[src/timer_path_pkg.sv]
// Shared constants and carrier types for the three-channel timer data path.
// Assumes one system clock; all host and counter pins arrive asynchronously.
package timer_path_pkg;

   // Channel count and port codes
   localparam int CHANNELS = 3;
   localparam logic [1:0] PORT_SETUP = 2'h3;

   // Mode setup word field positions
   localparam int CW_PICK_HI = 7;
   localparam int CW_PICK_LO = 6;
   localparam int CW_FMT_HI = 5;
   localparam int CW_FMT_LO = 4;

   // Byte format codes
   localparam logic [1:0] FMT_LATCH = 2'h0;
   localparam logic [1:0] FMT_LOW = 2'h1;
   localparam logic [1:0] FMT_HIGH = 2'h2;
   localparam logic [1:0] FMT_BOTH = 2'h3;

   // Reset values
   localparam logic [5:0] SETUP_RESET = 6'h00;
   localparam logic [15:0] COUNT_RESET = 16'h0000;
   localparam logic [7:0] BYTE_RESET = 8'h00;

   // Host pins grouped as they arrive
   typedef struct packed {
      logic cs_n;
      logic rd_n;
      logic wr_n;
      logic [1:0] port_select;
      logic [7:0] host_data_bus;
   } host_pins_s;

   // Counter pins grouped per channel
   typedef struct packed {
      logic [CHANNELS-1:0] count_clock;
      logic [CHANNELS-1:0] gate;
   } count_pins_s;

   // Whole state of one counter channel
   typedef struct packed {
      logic [5:0] setup;
      logic [15:0] count;
      logic [15:0] read_hold_latch;
      logic frozen;
      logic [7:0] preload_high;
      logic [7:0] preload_low;
      logic read_next_high;
      logic write_next_high;
      logic load_pending;
      logic null_count;
      logic out_level;
      logic [7:0] status;
   } channel_state_s;

endpackage

[src/counter_channel.sv]
// One counter channel: counting element, read hold latch, preload register.
// Assumes strobes are single-cycle pulses already synchronised by the top.
`timescale 1ns/1ps
`default_nettype none
module counter_channel (
   input wire logic clock_i,
   input wire logic rst_n_i,
   input wire logic ce_i,
   input wire logic tick_i,
   input wire logic gate_i,
   input wire logic setup_wr_i,
   input wire logic latch_cmd_i,
   input wire logic [5:0] setup_i,
   input wire logic data_wr_i,
   input wire logic [7:0] data_i,
   input wire logic data_rd_i,
   output logic [7:0] byte_o,
   output logic out_o,
   output logic [7:0] status_o
);
   timer_path_pkg::channel_state_s s_q, s_d;
   logic [1:0] fmt;

   assign fmt = s_q.setup[timer_path_pkg::CW_FMT_HI:
                          timer_path_pkg::CW_FMT_LO];

   // Next byte offered to the host, always from the hold latch
   always_comb begin
      byte_o = s_q.read_hold_latch[7:0];
      if (fmt == timer_path_pkg::FMT_HIGH ||
          (fmt == timer_path_pkg::FMT_BOTH && s_q.read_next_high)) begin
         byte_o = s_q.read_hold_latch[15:8];
      end
   end

   assign out_o = s_q.out_level;
   assign status_o = s_q.status;

   // Channel next-state logic
   always_comb begin
      s_d = s_q;
      // Counting element ticks on its own clock edge
      if (tick_i) begin
         if (s_q.load_pending) begin
            s_d.count = {s_q.preload_high, s_q.preload_low};
            s_d.load_pending = 1'b0;
            s_d.null_count = 1'b0;
            s_d.out_level = 1'b0;
         end else if (gate_i) begin
            s_d.count = s_q.count - 16'h0001;
            if (s_q.count == 16'h0001) begin
               s_d.out_level = 1'b1;
            end
         end
      end
      // Hold latch follows unless frozen
      if (!s_q.frozen) begin
         s_d.read_hold_latch = s_q.count;
      end
      // Host read advances byte order and releases the latch
      if (data_rd_i) begin
         if (fmt == timer_path_pkg::FMT_BOTH && !s_q.read_next_high) begin
            s_d.read_next_high = 1'b1;
         end else begin
            s_d.read_next_high = 1'b0;
            s_d.frozen = 1'b0;
         end
      end
      // Latch after the read, so a fresh freeze wins over a release
      if (latch_cmd_i && !s_q.frozen) begin
         s_d.read_hold_latch = s_q.count;
         s_d.frozen = 1'b1;
      end
      if (latch_cmd_i) begin
         s_d.status = {s_q.out_level, s_q.null_count, s_q.setup};
      end
      // Host write goes only into the preload register
      if (data_wr_i) begin
         s_d.null_count = 1'b1;
         if (fmt == timer_path_pkg::FMT_HIGH ||
             (fmt == timer_path_pkg::FMT_BOTH && s_q.write_next_high)) begin
            s_d.preload_high = data_i;
         end else begin
            s_d.preload_low = data_i;
         end
         if (fmt == timer_path_pkg::FMT_BOTH && !s_q.write_next_high) begin
            s_d.write_next_high = 1'b1;
         end else begin
            s_d.write_next_high = 1'b0;
            s_d.load_pending = 1'b1;
         end
      end
      // Reprogramming resets byte order and releases any frozen count
      if (setup_wr_i) begin
         s_d.setup = setup_i;
         s_d.read_next_high = 1'b0;
         s_d.write_next_high = 1'b0;
         s_d.frozen = 1'b0;
         s_d.load_pending = 1'b0;
         s_d.null_count = 1'b1;
         if (setup_i[timer_path_pkg::CW_FMT_HI:timer_path_pkg::CW_FMT_LO] !=
             timer_path_pkg::FMT_BOTH) begin
            s_d.preload_high = timer_path_pkg::BYTE_RESET;
            s_d.preload_low = timer_path_pkg::BYTE_RESET;
         end
      end
   end

   // State register
   always_ff @(posedge clock_i or negedge rst_n_i) begin
      if (!rst_n_i) begin
         s_q <= '{setup: timer_path_pkg::SETUP_RESET,
                  count: timer_path_pkg::COUNT_RESET,
                  read_hold_latch: timer_path_pkg::COUNT_RESET,
                  frozen: 1'b0,
                  preload_high: timer_path_pkg::BYTE_RESET,
                  preload_low: timer_path_pkg::BYTE_RESET,
                  read_next_high: 1'b0,
                  write_next_high: 1'b0,
                  load_pending: 1'b0,
                  null_count: 1'b1,
                  out_level: 1'b0,
                  status: timer_path_pkg::BYTE_RESET};
      end else if (ce_i) begin
         s_q <= s_d;
      end
   end
endmodule // counter_channel
`default_nettype wire

[src/counter_latch_preload_path.sv]
// Top of the three-channel timer data path: host port and channel decode.
// Assumes host and counter pins are asynchronous to clock_i (25 MHz).
// Summary of operation
// - Strobes act only while chip select is low.
// - Port select picks one of three counters or mode setup.
// - Latched status holds setup bits, output level and null count.
// - Each counter has a 16-bit presettable down-counting element.
// - Hold latch has two byte halves tracking the count.
// - Latch command freezes count until read, then tracking resumes.
// - Only one hold latch half drives the byte bus at once.
// - Reads always return the hold latch, never the counter.
// - Written counts go to preload, then into the counter.
// - Preload has two halves, one loaded per write.
// - Preload moves both bytes into the counter together.
// - Single-byte formats clear both preload halves.
// - Host writes never reach the counting element directly.
// - Clock, gate and output pass through the channel logic only.
// - Exactly four ports: three counters and mode setup.
// - Both port select lines high address mode setup.
// - Setup word with format bits zero is a latch command.
// - Repeated latch before reading keeps the held count; status is latched again.
// - Format field picks low, high, or low-then-high bytes.
`timescale 1ns/1ps
`default_nettype none
module counter_latch_preload_path (
   input wire logic clock_i,
   input wire logic rst_n_i,
   input wire logic ce_i,
   input wire logic cs_n_i,
   input wire logic rd_n_i,
   input wire logic wr_n_i,
   input wire logic [1:0] port_select_i,
   input wire logic [7:0] host_data_bus_i,
   output logic [7:0] host_data_bus_o,
   output logic host_data_bus_oe_o,
   input wire logic [timer_path_pkg::CHANNELS-1:0] count_clock_i,
   input wire logic [timer_path_pkg::CHANNELS-1:0] gate_i,
   output logic [timer_path_pkg::CHANNELS-1:0] out_o,
   output logic [7:0] status0_o,
   output logic [7:0] status1_o,
   output logic [7:0] status2_o
);
   localparam int N = timer_path_pkg::CHANNELS;

   // Whole top-level state
   typedef struct packed {
      timer_path_pkg::host_pins_s host_meta;
      timer_path_pkg::host_pins_s host_sync;
      timer_path_pkg::host_pins_s host_prev;
      timer_path_pkg::count_pins_s pins_meta;
      timer_path_pkg::count_pins_s pins_sync;
      logic [N-1:0] clock_prev;
      logic [7:0] read_data;
      logic reading;
   } top_state_s;

   top_state_s s_q, s_d;
   timer_path_pkg::host_pins_s h;
   logic rd_start, wr_start, setup_write, latch_cmd;
   logic [1:0] pick;
   logic [N-1:0] tick, ch_setup_wr, ch_latch, ch_data_wr, ch_data_rd;
   logic [7:0] ch_byte [N];
   logic [7:0] ch_status [N];
   logic [7:0] sel_byte;

   // Port decode used for reads and writes alike
   function automatic logic port_hits(input logic [1:0] port, input int ch);
      port_hits = (port == ch[1:0]);
   endfunction

   // Access starts on the synchronised strobe falling edge
   assign h = s_q.host_sync;
   assign rd_start = !h.cs_n && !h.rd_n && s_q.host_prev.rd_n;
   assign wr_start = !h.cs_n && !h.wr_n && s_q.host_prev.wr_n;
   assign setup_write = wr_start &&
                        (h.port_select == timer_path_pkg::PORT_SETUP);
   assign pick = h.host_data_bus[timer_path_pkg::CW_PICK_HI:
                                 timer_path_pkg::CW_PICK_LO];
   assign latch_cmd = setup_write &&
      (h.host_data_bus[timer_path_pkg::CW_FMT_HI:timer_path_pkg::CW_FMT_LO]
       == timer_path_pkg::FMT_LATCH);

   // Per-channel strobes and counter clock edges
   generate
      for (genvar c = 0; c < N; c++) begin : g_ch
         assign tick[c] = s_q.pins_sync.count_clock[c] && !s_q.clock_prev[c];
         assign ch_setup_wr[c] = setup_write && !latch_cmd &&
                                 port_hits(pick, c);
         assign ch_latch[c] = latch_cmd && port_hits(pick, c);
         assign ch_data_wr[c] = wr_start &&
                                port_hits(h.port_select, c);
         assign ch_data_rd[c] = rd_start &&
                                port_hits(h.port_select, c);
         counter_channel u_channel (
            .clock_i(clock_i),
            .rst_n_i(rst_n_i),
            .ce_i(ce_i),
            .tick_i(tick[c]),
            .gate_i(s_q.pins_sync.gate[c]),
            .setup_wr_i(ch_setup_wr[c]),
            .latch_cmd_i(ch_latch[c]),
            .setup_i(h.host_data_bus[5:0]),
            .data_wr_i(ch_data_wr[c]),
            .data_i(h.host_data_bus),
            .data_rd_i(ch_data_rd[c]),
            .byte_o(ch_byte[c]),
            .out_o(out_o[c]),
            .status_o(ch_status[c])
         );
      end
   endgenerate

   // Byte of the addressed channel
   always_comb begin
      sel_byte = timer_path_pkg::BYTE_RESET;
      for (int c = 0; c < N; c++) begin
         if (port_hits(h.port_select, c)) begin
            sel_byte = ch_byte[c];
         end
      end
   end

   // Next state: synchronisers, read capture
   always_comb begin
      s_d = s_q;
      s_d.host_meta = '{cs_n: cs_n_i, rd_n: rd_n_i, wr_n: wr_n_i,
                        port_select: port_select_i,
                        host_data_bus: host_data_bus_i};
      s_d.host_sync = s_q.host_meta;
      s_d.host_prev = s_q.host_sync;
      s_d.pins_meta = '{count_clock: count_clock_i, gate: gate_i};
      s_d.pins_sync = s_q.pins_meta;
      s_d.clock_prev = s_q.pins_sync.count_clock;
      if (rd_start && h.port_select != timer_path_pkg::PORT_SETUP) begin
         s_d.read_data = sel_byte;
         s_d.reading = 1'b1;
      end
      if (h.cs_n || h.rd_n) begin
         s_d.reading = 1'b0;
      end
   end

   // State register
   always_ff @(posedge clock_i or negedge rst_n_i) begin
      if (!rst_n_i) begin
         s_q <= '{host_meta: '{1'b1, 1'b1, 1'b1, 2'h0, 8'h00},
                  host_sync: '{1'b1, 1'b1, 1'b1, 2'h0, 8'h00},
                  host_prev: '{1'b1, 1'b1, 1'b1, 2'h0, 8'h00},
                  pins_meta: '{3'h0, 3'h0},
                  pins_sync: '{3'h0, 3'h0},
                  clock_prev: 3'h0,
                  read_data: timer_path_pkg::BYTE_RESET,
                  reading: 1'b0};
      end else if (ce_i) begin
         s_q <= s_d;
      end
   end

   // Host bus and status outputs
   assign host_data_bus_o = s_q.read_data;
   assign host_data_bus_oe_o = s_q.reading;
   assign status0_o = ch_status[0];
   assign status1_o = ch_status[1];
   assign status2_o = ch_status[2];
endmodule // counter_latch_preload_path
`default_nettype wire

[config.mk]
export PLATFORM = sky130hd
export DESIGN_NAME = counter_latch_preload_path
export DESIGN_NICKNAME = d
export VERILOG_FILES = /design/src/timer_path_pkg.sv /design/src/counter_channel.sv /design/src/counter_latch_preload_path.sv
export SDC_FILE = /design/constraint.sdc
export NUM_CORES = 1
export LEC_CHECK = 0
export ABC_CLOCK_PERIOD_IN_PS = 2490
export BUFFER_PORTS_ARGS = -buffer_cell sky130_fd_sc_hd__buf_4
export CORE_MARGIN = 1
export CORE_UTILIZATION = 25
export DETAILED_ROUTE_END_ITERATION = 7
export SETUP_SLACK_MARGIN = 0.5
export SYNTH_ARGS = -nofsm -noshare
export SYNTH_HDL_FRONTEND = slang
export SYNTH_SLANG_ARGS = --single-unit
[constraint.sdc]
create_clock -name clock_i -period 2.49 [get_ports clock_i]
set_input_delay 0.1245 -clock clock_i [delete_from_list [all_inputs] [get_ports clock_i]]
set_output_delay 0.1245 -clock clock_i [all_outputs]
set_load 0.03 [all_outputs]
* Yosys cells after proc, flatten, opt, wreduce, memory -nomap -nowiden
Index checks and enable logic that the tools add are counted.
** Cells by class
- Add/subtract/negate cells :: 3
- Equality and inequality tests :: 22
- Muxes and demuxes :: 71
- Reduce and logical (&&, ||, !) cells :: 115
** Operators by type and width (number)
- 2-to-1 mux 16 bit :: 15
- 2-to-1 mux 8 bit :: 12
- 2-to-1 mux 21 bit :: 3
- 2-to-1 mux 17 bit :: 3
- == test 16 x 1 -> 1 bit (second input constant) :: 3
- subtractor 16 x 1 -> 16 bit (second input constant) :: 3
- logical AND 1 bit :: 38
- AND reduction 2 bit :: 17
- 2-to-1 mux 1 bit :: 32
- AND reduction 3 bit :: 9
- nonzero test 3 bit :: 9
- nonzero test 2 bit :: 13
- == test 2 bit (second input constant) :: 9
- 2-to-1 mux 3 bit :: 6
- logical NOT 1 bit :: 16
- AND reduction 4 bit :: 3
- inequality test 2 bit (second input constant) :: 5
- inequality test 3 x 2 -> 1 bit (second input constant) :: 3
- logical OR 1 bit :: 7
- logical NOT 2 bit :: 3
- == test 2 x 1 -> 1 bit (second input constant) :: 2
** Word-level totals
- Register bits after elaboration :: 256
- Input port bits :: 22
- Output and inout port bits :: 36
- Word-level logic and storage cells :: 266

* Depth between registers and ports, before layout
- Word-level depth :: 10
- Mapped depth :: 6
- Gate-level depth less buffers :: 6

* By module
From an unflattened synthesis, not the netlist that was laid out.
** Unflattened totals
- Cells, all modules :: 1090
- Area total of the unflattened synthesis :: 12359.4 um^2
** Modules (own cells, without submodules)
- counter_channel (g_ch[1].u_channel ...) :: instances 2, cells each 308, area each 3342.0 um^2, sequential area each 1702.9 um^2
- counter_channel (g_ch[0].u_channel) :: instances 1, cells each 307, area each 3338.2 um^2, sequential area each 1702.9 um^2
- counter_latch_preload_path :: instances 1, cells each 167, area each 2337.2 um^2, sequential area each 1311.3 um^2

* Least setup slack after synthesis
No wires, ideal clock.
- Path kind :: register to register
- Start :: register g_ch[2].u_channel.s_q[52] in the netlist's numbering
- End :: register g_ch[2].u_channel.s_q[57] in the netlist's numbering
- Setup time :: 0.135 ns
- Data arrival time :: 1.728 ns
- Required time :: 2.355 ns
- Path slack :: 0.627 ns
- Cell stages (with the launch flop) :: 5
- Buffers on the path :: 0
- Clock period less this slack :: 1.863 ns
- Cells stage by stage :: dfrtp_1 -> or4_1 -> or4_4 -> a2111oi_2 -> a211oi_1
** On the way
- Longest elaborated chain between the ends :: 3
** Ends and longest elaborated chain
- start: declaration :: line counter_channel.sv:21 : timer_path_pkg::channel_state_s s_q, s_d;
- start signal: assignment :: line counter_channel.sv:112 : s_q <= '{setup: timer_path_pkg::SETUP_RESET,
- subtractor 16 x 1 -> 16 bit :: line counter_channel.sv:50 : s_d.count = s_q.count - 16'h0001;
- 2-to-1 mux 16 bit :: line counter_channel.sv:49 : end else if (gate_i) begin
- 2-to-1 mux 16 bit :: line counter_channel.sv:44 : if (s_q.load_pending) begin
Every way passes these cells. The select of a mux whose other input is x is not followed.
A chain may end at the register's enable or synchronous reset.

* Final worst setup path
Ends and elaborated chain as after synthesis.

==> impl_metrics.yaml <==
outcome:
  status: "complete, no violations"
setup_path:
  start_kind: "flop"
  endpoint_kind: "flop"
  path_max_fanout: 4
  arrival_ps: 2370
  crit_required_ps: 2920
  critical_path_class: "reg2reg"
logic_synthesis:
  synth_nets: 1122
  syn_inst: 1094
  yosysWarnings: 0
  yosys.area.top_type: "dfrtp_1"
  synthDominantCellAreaShare_pct: 50.1
  seq_area_frac_synth_pct: 52.5
  synth_most_common_cell: "dfrtp_1"
  synthArstFlopShare_pct: 100
  synth_ff_type: "dfrtp_1"
  synth_seq_cells: 256
  ys_types: 72
  synth_common_cells: "dfrtp_1 (245), mux2_2 (124), nor2_1 (82)"
  yosys-top-cells-area: "dfrtp_1 (50%), mux2_2 (11%), mux2i_1 (4.1%), nor2_1 (2.5%), nand2_1 (2.5%)"
  netlist_area_mm2: 0.0122
  synth-edff-count: 0
  syn_area_per_cell_um2: 11.2
global_route:
  globalRouteMet1Util_pct: 20.2
  antenna_found_initial: 0
  grt_overflow: 0
  grt_use_total_pct: 13.3
  grt_pass1_vias: 8797
  busiest_layer: "met1"
  grt_use_met3_pct: 2.54
  met2_usage_pct: 19.4
  grt_pass1_wl_um: 52400
  grt_max_degree: 80
sta:
  fin_setup_tns_ps: 0
  min_period_ps: 1940
  layout_setup_ws_ps: 550
  tightest_slew_ps: 939
  hold_viol_final: 0
  fin_crit_sh_pct: 77.9
  fin_worst_skew_ps: 19.8
  relSlewSlack_pct: 37.4
  slew_viol_final: 0
  setup_violations: 0
  fmax_mhz: 515
  rsz0062_at_grt: "yes"
clock_network:
  clkTransAtPathRegs_ps: 60
  cts_root_buf: "clkbuf_16"
  htreeDepth: 1
  cts_buffer_depth: 3
  cts_tree: "yes"
  cts_made_buffers: 26
  clkLatencyLatePin_ps: 550
  cts_sinks: 256
final_layout:
  nets: 1180
  n_antenna_cell: 0
  syn_to_final_growth_pct: 19.1
  multi_input_area_mm2: 0.00533
  fill_cells: 4896
  drive_gt1_share_pct: 27.6
  regArea_mm2: 0.00642
floorplan:
  die-area_mm2: 0.0498
  io_pins: 58
  fp.dieW_um: 223
  dieHeight_um: 223
  num_rows: 80
  design.core.area_mm2: 0.0480
  initial_core_util_pct: 25.5
routing:
  drc_errors: 0
  first_pass_iters: 4
  drt_wl_total_um: 33200
  ant_nets: 0
  via_count: 9018
  post_drt_wl_per_cell_um: 18.6
  drtIter0Drc: 661
  detail_route.vias_per_cell: 5.05
run:
  maxCapViolCount: 0
placed_design:
  port_buffers: 57
  pre_cts_ws_ps: 489
  gp_congestion: 0.855
  hpwl_um: 23300
power:
  power_density_mw_per_mm2: 871
  power_leakage_nw: 6.31
  ir_worst_vdd_mv: 0.524
worst_hold_path:
  hold_path.class: "in2async"
[power by group]
| part | switching (mW) | internal [mW] |
|---|---|---|
| Sequential | 0.878 | 4.93 |
| Clock | 1.69 | 2.69 |
| Combinational | 1.39 | 1.10 |
[metal layers]
| layer | share of wire (%) | vias to the layer above | wire length (um) |
|---|---|---|---|
| li1 | - | 4126 | - |
| met1 | 49 | 4582 | 16400 |
| met2 | 43 | 267 | 14200 |
| met3 | 6.0 | 43 | 1990 |
| met4 | 2.0 | 0 | 671 |
| met5 | 0 | - | 0 |
[what timing repair did]
item | in CTS | in global routing
hold buffers | 21 | 0
buffers inserted | 1 | 2
gates resized for setup | 3 | 15
pin swaps | 1 | 0
endpoints found under the hold margin | 139 | 0
setup endpoints to repair | 19 | 27
[metrics by stage]
stage | hold slack (ps) | utilization (%) | std cells | instance area [um2] | total power, mW
floorplan | -171 | - | 1094 | 12200 | 7.31
finish | 143 | 30.3 | 1787 | 14600 | 12.7
global route | 161 | 30.3 | 1787 | 14600 | 13.3
detailed placement | 103 | 27.7 | 1715 | 13300 | 8.30
CTS | 139 | 30.1 | 1785 | 14500 | 12.7
global placement | 102 | 27.7 | 1715 | 13300 | 8.21
[final cells by class]
| cell class | instances | share of cell area [%] |
|---|---|---|
| Inverter | 20 | 0.515 |
| Multi-Input combinational cell | 727 | 36.6 |
| Tap cell | 615 | 5.28 |
| Clock inverter | 15 | 1.86 |
| Sequential cell | 256 | 44.1 |
| Timing Repair Buffer | 121 | 6.91 |
| Clock buffer | 33 | 4.72 |
[sequential cells by signal, indices dropped and copies added, names as in the netlist]
signal / flops
g_ch.u_channel.fmt: 6
g_ch.u_channel.out_o: 3
g_ch.u_channel.s_q: 171
g_ch.u_channel.status_o: 24
h: 13
host_data_bus_o: 8
host_data_bus_oe_o: 1
s_d: 22
s_q: 8
[final timing paths]
path | startpoint | endpoint | slack (ps) | cells past startpoint
worst max register to register | g_ch[2].u_channel.s_q[52] | g_ch[2].u_channel.s_q[57] | 550 | 4
min in group clock_i | host_data_bus_i[2] | s_d[39] | 350 | 3
worst min-delay path | rst_n_i | g_ch[0].u_channel.fmt[0] | 140 | 2
worst min register to register | g_ch[1].u_channel.s_q[9] | g_ch[1].u_channel.s_q[9] | 450 | 2
worst max-delay path | g_ch[2].u_channel.s_q[52] | g_ch[2].u_channel.s_q[57] | 550 | 4
max in group asynchronous | rst_n_i | g_ch[1].u_channel.s_q[54] | 1550 | 3
[placed cells by master, fill, tap and decap left out, types with 6 or more instances in the layout]
cell type and instances:
a21oi_1 27, mux2i_1 50, nor2_1 81, ha_1 6
nor3_1 25, a311oi_1 12, nand2b_1 14, clkbuf_16 26
nand2_1 80, nor2b_1 8, a211oi_1 18, a22oi_1 13
o22ai_1 17, inv_1 18, a31oi_1 8, mux2_2 124
dlygate4sd3_1 21, clkbuf_1 6, o21ai_0 45, a21boi_0 8
nand4_1 16, nand3_1 22, dfrtp_1 241, bufinv_16 7
nor2_2 8, o211ai_1 7, dfstp_2 11, and3_1 26
o311ai_0 7, buf_4 96
[logic make-up after synthesis]
family	count (synthesis)	share of synthesized area (%)
simple gates	345	14.9
flops	256	52.5
compound gates	202	11.8
mux	174	15.5
buf+inv	111	4.64
fa+ha+maj	6	0.614
[critical path: stages, from the launching register on]
cell and delay [ps]:
dfrtp_2 430, or4_4 560, or4_4 460, a2111oi_4 280
a211oi_1 80
(Power assumes the default switching activity.)
